File: config.mk
export PLATFORM = sky130hd
export DESIGN_NAME = iiod_decode
export DESIGN_NICKNAME = d
export VERILOG_FILES = /design/src/shared/iiod_pkg.sv /design/src/hdl/iiod_decode.sv
export SDC_FILE = /design/constraint.sdc
export NUM_CORES = 1
export LEC_CHECK = 0
export ABC_AREA = 0
export BUFFER_PORTS_ARGS = -buffer_cell sky130_fd_sc_hd__buf_2
export CAP_MARGIN = 20
export CORE_MARGIN = 3
export CORE_UTILIZATION = 45
export DETAILED_ROUTE_END_ITERATION = 6
export HOLD_SLACK_MARGIN = 0.08
export SLEW_MARGIN = 20
export SYNTH_ARGS = -nofsm -noshare
export SYNTH_HDL_FRONTEND = slang
export SYNTH_SLANG_ARGS = --single-unit
File: constraint.sdc
create_clock -name clk -period 7.7 [get_ports clk]
set_input_delay 0.77 -clock clk [delete_from_list [all_inputs] [get_ports clk]]
set_output_delay 0.77 -clock clk [all_outputs]
set_load 0.05 [all_outputs]
File: src/shared/iiod_pkg.sv
// Shared constants and carrier types for the indirect/immediate operand decoder.
// Assumes a 16-bit instruction word and up to eight 16-bit auxiliary registers.
package iiod_pkg;

  // ----------------------------------------
  // Widths
  // ----------------------------------------
  localparam int IIOD_WORD_W = 16;
  localparam int IIOD_SEL_W = 3;
  localparam int IIOD_NUM_AR = 8;
  localparam int IIOD_PAGE_W = 9;
  localparam int IIOD_MULT_W = 13;
  localparam int IIOD_BYTE_W = 8;
  localparam int IIOD_SHIFT_W = 4;
  localparam int IIOD_LONG_W = 32;
  localparam int IIOD_CM_W = 2;

  // ----------------------------------------
  // Indirect control, opcode and shift field positions
  // ----------------------------------------
  localparam int IIOD_MODE_BIT = 7;
  localparam int IIOD_INDEX_STEP_BIT = 6;
  localparam int IIOD_STEP_UP_BIT = 5;
  localparam int IIOD_STEP_DOWN_BIT = 4;
  localparam int IIOD_PTR_LOAD_BIT = 3;
  localparam int IIOD_SHIFT_LSB = 8;
  localparam int IIOD_OPC_LSB = 8;

  // ----------------------------------------
  // Fixed encodings
  // ----------------------------------------
  localparam logic [7:0] IIOD_REPEAT_OPC = 8'hCB;
  localparam logic [3:0] IIOD_ADD_LONG_HI = 4'hD;
  localparam logic [7:0] IIOD_ADD_LONG_LO = 8'h02;
  localparam logic [15:0] IIOD_STEP_ONE = 16'h0001;
  localparam logic [15:0] IIOD_ZERO16 = 16'h0000;
  localparam logic [7:0] IIOD_ZERO8 = 8'h00;
  localparam logic [2:0] IIOD_SEL_RESET = 3'h0;
  localparam logic [2:0] IIOD_INDEX_SEL = 3'h0;

  // Compare modes held in the low two bits of the compare instruction
  localparam logic [1:0] IIOD_CM_EQ = 2'h0;
  localparam logic [1:0] IIOD_CM_LT = 2'h1;
  localparam logic [1:0] IIOD_CM_GT = 2'h2;

  // Instruction class supplied by the main opcode decoder
  typedef enum logic [2:0] {
    IIOD_K_NONE = 3'b000,
    IIOD_K_MEM = 3'b001,
    IIOD_K_COMPARE_AUX_WITH_INDEX = 3'b010,
    IIOD_K_LOAD_SELECTOR_IMMEDIATE = 3'b011,
    IIOD_K_LOAD_PAGE_IMMEDIATE = 3'b100,
    IIOD_K_MULTIPLY_IMMEDIATE = 3'b101,
    IIOD_K_SHORT8 = 3'b110,
    IIOD_K_LONG = 3'b111
  } iiod_kind_t;

  typedef enum logic [0:0] {
    IIOD_S_OPCODE = 1'b0,
    IIOD_S_OPERAND = 1'b1
  } iiod_state_t;

  typedef struct packed {
    logic valid;
    iiod_kind_t kind;
    logic long_signed;
    logic [IIOD_WORD_W-1:0] word;
  } iiod_instr_t;

  typedef struct packed {
    logic [IIOD_BYTE_W-1:0] short8;
    logic [IIOD_SEL_W-1:0] sel3;
    logic [IIOD_PAGE_W-1:0] page9;
    logic [IIOD_WORD_W-1:0] mult16;
    logic [IIOD_BYTE_W-1:0] repeat_count;
  } iiod_short_t;

  typedef struct packed {
    logic valid;
    logic add_long;
    logic [IIOD_LONG_W-1:0] value;
  } iiod_long_t;

endpackage

File: src/hdl/iiod_decode.sv
// Indirect-addressing control decode, auxiliary register file and
// immediate operand extraction for a 16-bit DSP core.
// Assumes the opcode decoder presents one word per instr.valid pulse and
// classifies it; repeat and add-long-immediate are recognised here by bits.
// How it works
// - Step bit clear: current register moves by one or stays.
// - Step bit set: index register added or subtracted per bits 5 and 4.
// - Bit 5 requests increment, bit 4 requests decrement.
// - Step clear: 00 hold, 01 minus one, 10 plus one, 11 hold.
// - 100 and 111 use reverse carry; 101 and 110 use normal carry.
// - Pointer-load bit set loads bits 2..0 into the selector.
// - Pointer-load bit clear keeps the selector.
// - Bit 7 set selects indirect; opcode 15..8, control field 6..0.
// - Address is the pre-update register; update follows in same cycle.
// - Compare current register with index register into the test flag.
// - Short immediates come from the word: 3, 8, 9 or 13 bit constants.
// - Short immediate results appear one cycle after the word.
// - Selector load 3 bits, page load 9 bits, multiply 13-bit signed.
// - Repeat immediate runs the next instruction count plus one times.
// - Long immediate takes the following word as its operand.
// - Long constant is zero or sign extended as selected.
// - Add-long: 1101 in 15..12, shift in 11..8, constant next word.
`timescale 1ns/1ps

module iiod_decode #(
  parameter int NUM_AR = iiod_pkg::IIOD_NUM_AR
) (
  input wire logic clk,
  input wire logic resetn,
  input wire iiod_pkg::iiod_instr_t instr,
  input wire logic ar_wr_en,
  input wire logic [iiod_pkg::IIOD_SEL_W-1:0] ar_wr_sel,
  input wire logic [iiod_pkg::IIOD_WORD_W-1:0] ar_wr_data,
  output logic [iiod_pkg::IIOD_WORD_W-1:0] data_addr,
  output logic data_addr_valid,
  output logic [iiod_pkg::IIOD_SEL_W-1:0] aux_reg_selector,
  output logic [iiod_pkg::IIOD_WORD_W-1:0] current_aux_register,
  output logic test_flag,
  output iiod_pkg::iiod_short_t short_imm,
  output logic short_imm_valid,
  output iiod_pkg::iiod_long_t long_imm,
  output logic repeat_hold,
  output logic operand_wait
);
  import iiod_pkg::*;

  // ----------------------------------------
  // Helpers
  // ----------------------------------------
  function automatic logic [IIOD_WORD_W-1:0] bit_rev(input logic [IIOD_WORD_W-1:0] v);
    logic [IIOD_WORD_W-1:0] r;
    r = IIOD_ZERO16;
    for (int i = 0; i < IIOD_WORD_W; i++) begin
      r[i] = v[IIOD_WORD_W-1-i];
    end
    return r;
  endfunction

  // Reverse carry is done by mirroring both operands and the result; costs three wire swaps
  function automatic logic [IIOD_WORD_W-1:0] rc_sum(input logic [IIOD_WORD_W-1:0] a,
                                                    input logic [IIOD_WORD_W-1:0] b,
                                                    input logic sub);
    logic [IIOD_WORD_W-1:0] ra;
    logic [IIOD_WORD_W-1:0] rb;
    ra = bit_rev(a);
    rb = bit_rev(b);
    return sub ? bit_rev(ra - rb) : bit_rev(ra + rb);
  endfunction

  // ----------------------------------------
  // State
  // ----------------------------------------
  logic [IIOD_WORD_W-1:0] ar_reg [NUM_AR];
  logic [IIOD_SEL_W-1:0] sel_reg;
  logic flag_reg;
  iiod_state_t state_reg;
  logic signed_reg;
  logic add_long_reg;
  logic [IIOD_SHIFT_W-1:0] shift_reg;
  logic [IIOD_BYTE_W-1:0] rpt_reg;
  logic rpt_armed_reg;
  logic [IIOD_WORD_W-1:0] addr_reg;
  logic addr_valid_reg;
  iiod_short_t short_reg;
  logic short_valid_reg;
  iiod_long_t long_reg;

  // ----------------------------------------
  // Decode
  // ----------------------------------------
  wire logic [IIOD_WORD_W-1:0] w = instr.word;
  wire logic take_op = instr.valid && (state_reg == IIOD_S_OPCODE);
  wire logic take_operand = instr.valid && (state_reg == IIOD_S_OPERAND);
  wire logic is_add_long = (w[IIOD_WORD_W-1:IIOD_SHIFT_LSB+IIOD_SHIFT_W] == IIOD_ADD_LONG_HI)
                           && (w[IIOD_BYTE_W-1:0] == IIOD_ADD_LONG_LO);
  wire logic is_repeat = (w[15:IIOD_OPC_LSB] == IIOD_REPEAT_OPC);
  wire logic is_long = (instr.kind == IIOD_K_LONG) || is_add_long;
  wire logic is_short = (instr.kind == IIOD_K_LOAD_SELECTOR_IMMEDIATE) || (instr.kind == IIOD_K_LOAD_PAGE_IMMEDIATE)
                        || (instr.kind == IIOD_K_MULTIPLY_IMMEDIATE) || (instr.kind == IIOD_K_SHORT8)
                        || is_repeat;
  wire logic is_indirect = take_op && (instr.kind == IIOD_K_MEM)
                           && w[IIOD_MODE_BIT];
  wire logic idx_step = w[IIOD_INDEX_STEP_BIT];
  wire logic step_up = w[IIOD_STEP_UP_BIT];
  wire logic step_dn = w[IIOD_STEP_DOWN_BIT];
  wire logic ptr_load = w[IIOD_PTR_LOAD_BIT];
  wire logic [IIOD_SEL_W-1:0] next_sel = w[IIOD_SEL_W-1:0];

  wire logic [IIOD_WORD_W-1:0] cur_ar = ar_reg[sel_reg];
  wire logic [IIOD_WORD_W-1:0] idx_ar = ar_reg[IIOD_INDEX_SEL];
  // Step amount: one or the index register
  wire logic [IIOD_WORD_W-1:0] step_amt = idx_step ? idx_ar : IIOD_STEP_ONE;
  // Reverse carry on 100 and 111 only
  wire logic use_rc = idx_step && (step_up == step_dn);
  wire logic rc_sub = !step_up;
  wire logic plain_up = step_up && !step_dn;
  wire logic plain_dn = step_dn && !step_up;
  logic [IIOD_WORD_W-1:0] ar_next;
  always_comb begin
    if (use_rc) begin
      ar_next = rc_sum(cur_ar, step_amt, rc_sub);
    end else if (plain_up) begin
      ar_next = cur_ar + step_amt;
    end else if (plain_dn) begin
      ar_next = cur_ar - step_amt;
    end else begin
      ar_next = cur_ar;
    end
  end

  // Compare mode 11 means not equal
  wire logic [IIOD_CM_W-1:0] cm = w[IIOD_CM_W-1:0];
  wire logic cmp_result = (cm == IIOD_CM_EQ) ? (cur_ar == idx_ar) :
                          (cm == IIOD_CM_LT) ? (cur_ar < idx_ar) :
                          (cm == IIOD_CM_GT) ? (cur_ar > idx_ar) :
                          (cur_ar != idx_ar);

  wire logic [IIOD_LONG_W-1:0] ext_const = take_operand && signed_reg ?
    {{(IIOD_LONG_W-IIOD_WORD_W){w[IIOD_WORD_W-1]}}, w} :
    {{(IIOD_LONG_W-IIOD_WORD_W){1'b0}}, w};
  wire logic [IIOD_LONG_W-1:0] shifted = ext_const << shift_reg;

  wire iiod_short_t short_next = '{
    short8: w[IIOD_BYTE_W-1:0],
    sel3: w[IIOD_SEL_W-1:0],
    page9: w[IIOD_PAGE_W-1:0],
    mult16: {{(IIOD_WORD_W-IIOD_MULT_W){w[IIOD_MULT_W-1]}}, w[IIOD_MULT_W-1:0]},
    repeat_count: w[IIOD_BYTE_W-1:0]
  };

  // Repeat: one extra execution is pending per count, so count+1 in total
  wire logic rpt_busy = rpt_armed_reg && (rpt_reg != IIOD_ZERO8);
  wire logic rpt_start = take_op && is_short && is_repeat;

  // ----------------------------------------
  // Auxiliary register file
  // ----------------------------------------
  always_ff @(posedge clk) begin
    if (!resetn) begin
      for (int i = 0; i < NUM_AR; i++) begin
        ar_reg[i] <= IIOD_ZERO16;
      end
    end else begin
      if (ar_wr_en) begin
        ar_reg[ar_wr_sel] <= ar_wr_data;
      end
      if (is_indirect) begin
        ar_reg[sel_reg] <= ar_next;
      end
    end
  end

  // ----------------------------------------
  // Selector, flag, addressing
  // ----------------------------------------
  always_ff @(posedge clk) begin
    if (!resetn) begin
      sel_reg <= IIOD_SEL_RESET;
      flag_reg <= 1'b0;
      addr_reg <= IIOD_ZERO16;
      addr_valid_reg <= 1'b0;
    end else begin
      addr_valid_reg <= is_indirect;
      if (is_indirect) begin
        addr_reg <= cur_ar;
      end
      if (is_indirect && ptr_load) begin
        sel_reg <= next_sel;
      end else if (take_op && instr.kind == IIOD_K_LOAD_SELECTOR_IMMEDIATE) begin
        sel_reg <= next_sel;
      end
      if (take_op && instr.kind == IIOD_K_COMPARE_AUX_WITH_INDEX) begin
        flag_reg <= cmp_result;
      end
    end
  end

  // ----------------------------------------
  // Immediate operands
  // ----------------------------------------
  always_ff @(posedge clk) begin
    if (!resetn) begin
      state_reg <= IIOD_S_OPCODE;
      signed_reg <= 1'b0;
      add_long_reg <= 1'b0;
      shift_reg <= '0;
      short_reg <= '0;
      short_valid_reg <= 1'b0;
      long_reg <= '0;
    end else begin
      short_valid_reg <= take_op && is_short;
      if (take_op && is_short) begin
        short_reg <= short_next;
      end
      long_reg.valid <= take_operand;
      if (take_operand) begin
        long_reg.value <= shifted;
        long_reg.add_long <= add_long_reg;
      end
      case (state_reg)
        IIOD_S_OPCODE: begin
          if (take_op && is_long) begin
            state_reg <= IIOD_S_OPERAND;
            signed_reg <= instr.long_signed;
            add_long_reg <= is_add_long;
            shift_reg <= w[IIOD_SHIFT_LSB+IIOD_SHIFT_W-1:IIOD_SHIFT_LSB];
          end
        end
        IIOD_S_OPERAND: begin
          if (take_operand) begin
            state_reg <= IIOD_S_OPCODE;
          end
        end
        default: begin
          state_reg <= IIOD_S_OPCODE;
        end
      endcase
    end
  end

  // ----------------------------------------
  // Repeat counter
  // ----------------------------------------
  always_ff @(posedge clk) begin
    if (!resetn) begin
      rpt_reg <= IIOD_ZERO8;
      rpt_armed_reg <= 1'b0;
    end else if (rpt_start) begin
      rpt_reg <= w[IIOD_BYTE_W-1:0];
      rpt_armed_reg <= 1'b1;
    end else if (instr.valid && rpt_armed_reg) begin
      // Each accepted word of the repeated instruction burns one count; the word accepted at zero disarms instead
      if (rpt_busy) begin
        rpt_reg <= rpt_reg - 8'h01;
      end else begin
        rpt_armed_reg <= 1'b0;
      end
    end
  end

  assign data_addr = addr_reg;
  assign data_addr_valid = addr_valid_reg;
  assign aux_reg_selector = sel_reg;
  assign current_aux_register = cur_ar;
  assign test_flag = flag_reg;
  assign short_imm = short_reg;
  assign short_imm_valid = short_valid_reg;
  assign long_imm = long_reg;
  assign repeat_hold = rpt_busy;
  assign operand_wait = (state_reg == IIOD_S_OPERAND);

endmodule

==> run metrics <==
Residual DRC=0; Max Clk Rate=173 MHz; max reg flops=about 130; layout cells sized above 1=0.178; combinational share of power=0.231; worst-margin pin slew=between 1 and 1.5 ns; area grow syn2layout=10.8%; period utilization=0.752; placed cell count=2,098; global routing usage on met1=0.399; Post-Syn Nets=1,745; number of global-route vias before repair=12,900; Layout Nets=1,797; fin. max-slew vios=0; Syn Area/Cell=8.99 um2; hold path depth=2; Post-Layout Cell Count=2,145; relative slew slack=0.221; Antenna diodes=0; switching share of power=0.331; Worst-Skew Late Latency=0.55 ns; CP max FO=22; asr flop ratio synth=0; sequential-to-total area share from yosys stat=0.380; predominant post-synthesis flop cell=edfxtp_1; H-tree level count=1; r2r worst-path depth=12; post-layout util=0.513; post-route setup TNS=0 ns; slowest stage delay, CP=0.87 ns; Worst-path clk slew=around 0.06 ns; total grt overflow=0; Slowest-stage cell, CP=dfxtp_2; RSZ-0062 raised after global routing=no; Synth cell types=76; most common cell after layout, fill and taps aside=buf_2; CTS sink count=approximately 220; clock network power share=0.361; Crit path depth=12; Seq pwr share=0.408; Die W=187 um; pin count of the biggest net entering global routing=82; P_sw=0.00105 W; CP endpoint kind=flop; DR iter-0 viols=1,420; commonest cells after routing, fill and taps aside=buf_2 (160), nor2_1 (157), edfxtp_1 (128); DIE AREA=35,000 um2; Chip Height=187 um; Worst Hold Slack=0.447 ns; maxcap violations=0; critical path type=flop to flop; Synth Instances=approximately 1,600; leak pwr=6.27 nW; GRT Total Usage=0.287; Post-CTS Setup Inserts=0; CTS Buffer Depth=3; crit-path cells=mux4_2 > mux2i_1 > inv_1 > ha_1 > nand2b_1 > a311oi_1 > nor2_1 > nor4b_1 > nor4_1 > nor3_1 > o41ai_2 > o31a_1; Int Pwr=0.00213 W; crit path launch type=flop; cts hold-fix bufs=0; GRT met2 Usage=0.452; Finish-stage setup viols=0; min Tclk post-route=5.79 ns; Buf/Inv on CP=1; 1st-pass router iterations=6; Synth Register Bits=216; Clock Skew=0.0111 ns; final RePlAce weighted congestion=0.968; via count=13,500; Initial Util=0.462; met3 Resource Use GR=0.0450; Placement Setup Slack=2.05 ns; Ports=between 150 and 200; cts bufs inserted=26; Core Area=31,900 um2; CTS tree=built; Syn. warnings=0; final hold viol count=0; WL final=~52 mm; CP delay by family, top=simple AND/OR/NAND/NOR gates; Critical Path RT=7.98 ns; CTS root buf=clkbuf_16; CTS resizes=0; final worst slack=1.91 ns; vias per cell=approximately 6.3; DR WL/cell=24.1 um; outcome=completed; mapped cell area=14,700 um2; EDFF count, synth=128; Min-Delay Path Class=flop to flop; first-pass GRT wire length=78.7 mm; Filler cells=3,024; row cnt=65; Detailed Place HPWL=36.5 mm; Antenna Nets Post-Route=0; maximum vdd ir drop=approximately 130 uV; Arr. time, crit path=a little over 6 ns; initial antenna violation count=0; IO Port Bufs=160; GR peak layer=met2; PD cells=194 nW/um2
==> worst reg2reg max path: cells and delay by family, from the launching register on <==
kind | cells | cell delay (ns)
buffers and inverters | 1 | 0.33
adders and majority gates | 1 | 0.53
DFF | 1 | 0.87
AOI/OAI and AO/OA | 3 | 1.26
and+or+nand+nor | 5 | 1.35
muxes | 2 | 1.18
==> path summary, 6_finish.rpt <==
| kind | startpoint | end | slack [ns] |
|---|---|---|---|
| setup / recovery | flop | ar_reg[1][14] | 1.91 |
| hold / removal | long_imm[19] | long_imm[19] | 0.45 |
| setup reg to reg | flop | ar_reg[1][14] | 1.91 |
| hold reg to reg | long_imm[19] | long_imm[19] | 0.45 |
==> cell type report <==
| class | count | area (um2) | share of cell area |
|---|---|---|---|
| well taps | 435 | 544 | 0.0333 |
| clock inverters | 7 | 58.8 | 0.00360 |
| clock buffers | 39 | 713 | 0.0436 |
| flip-flops and latches | 216 | 5610 | 0.343 |
| multi-input cells | 1192 | 8160 | 0.499 |
| inverters | 71 | 267 | 0.0163 |
| repair buffers | 185 | 988 | 0.0605 |
==> cells in the mapped netlist (15+ instances only) <==
library cell  instances  area share
nor2_1              161       0.041
edfxtp_1            128        0.26
nand2_1             120       0.031
a21oi_1             107       0.036
nand3_1             107       0.036
o21ai_1             103       0.035
clkbuf_1             94       0.024
dfxtp_1              88        0.12
inv_1                62       0.016
mux2i_1              62       0.042
ha_1                 58       0.049
mux4_2               38       0.058
o21ai_0              38       0.013
a211oi_1             37       0.019
buf_4                32       0.016
nor3_1               32       0.011
xnor2_1              29       0.017
buf_1                25      0.0064
o211ai_1             23       0.012
a31oi_1              20      0.0085
o221ai_1             19       0.011
nor2b_1              18      0.0076
a21o_1               16      0.0081
nand2b_1             15      0.0064
or3_1                15      0.0064
==> power by group through the flow <==
stage                     logic, W  clock network, W  registers, W
final                     0.000733           0.00115       0.00130
after global routing      0.000783           0.00121       0.00130
after CTS                 0.000719           0.00116       0.00130
after detailed placement  0.000716                 0       0.00132
after global placement    0.000720                 0       0.00132
after floorplan           0.000496                 0       0.00133
==> layer usage <==
metal	wire length (um)	up-vias
li1	-	6155
met1	21900	6417
met2	23000	763
met3	4750	136
met4	2070	0
met5	0	-
==> cell families after synthesis <==
logic type | after synthesis | share of synthesized area
simple gates | 530 | 0.170
xor+xnor | 35 | 0.0208
fa+ha+maj | 62 | 0.0547
flops | 216 | 0.380
buf+inv | 232 | 0.0685
mux | 111 | 0.109
compound gates | 454 | 0.198
==> stage by stage <==
stage               area, um2  total power [W]
detailed placement      15600          0.00204
CTS                     16300          0.00318
global placement        15600          0.00204
finish                  16300          0.00318
floorplan               14700          0.00183
global route            16300          0.00329
Power figures use the tool's default switching activity.
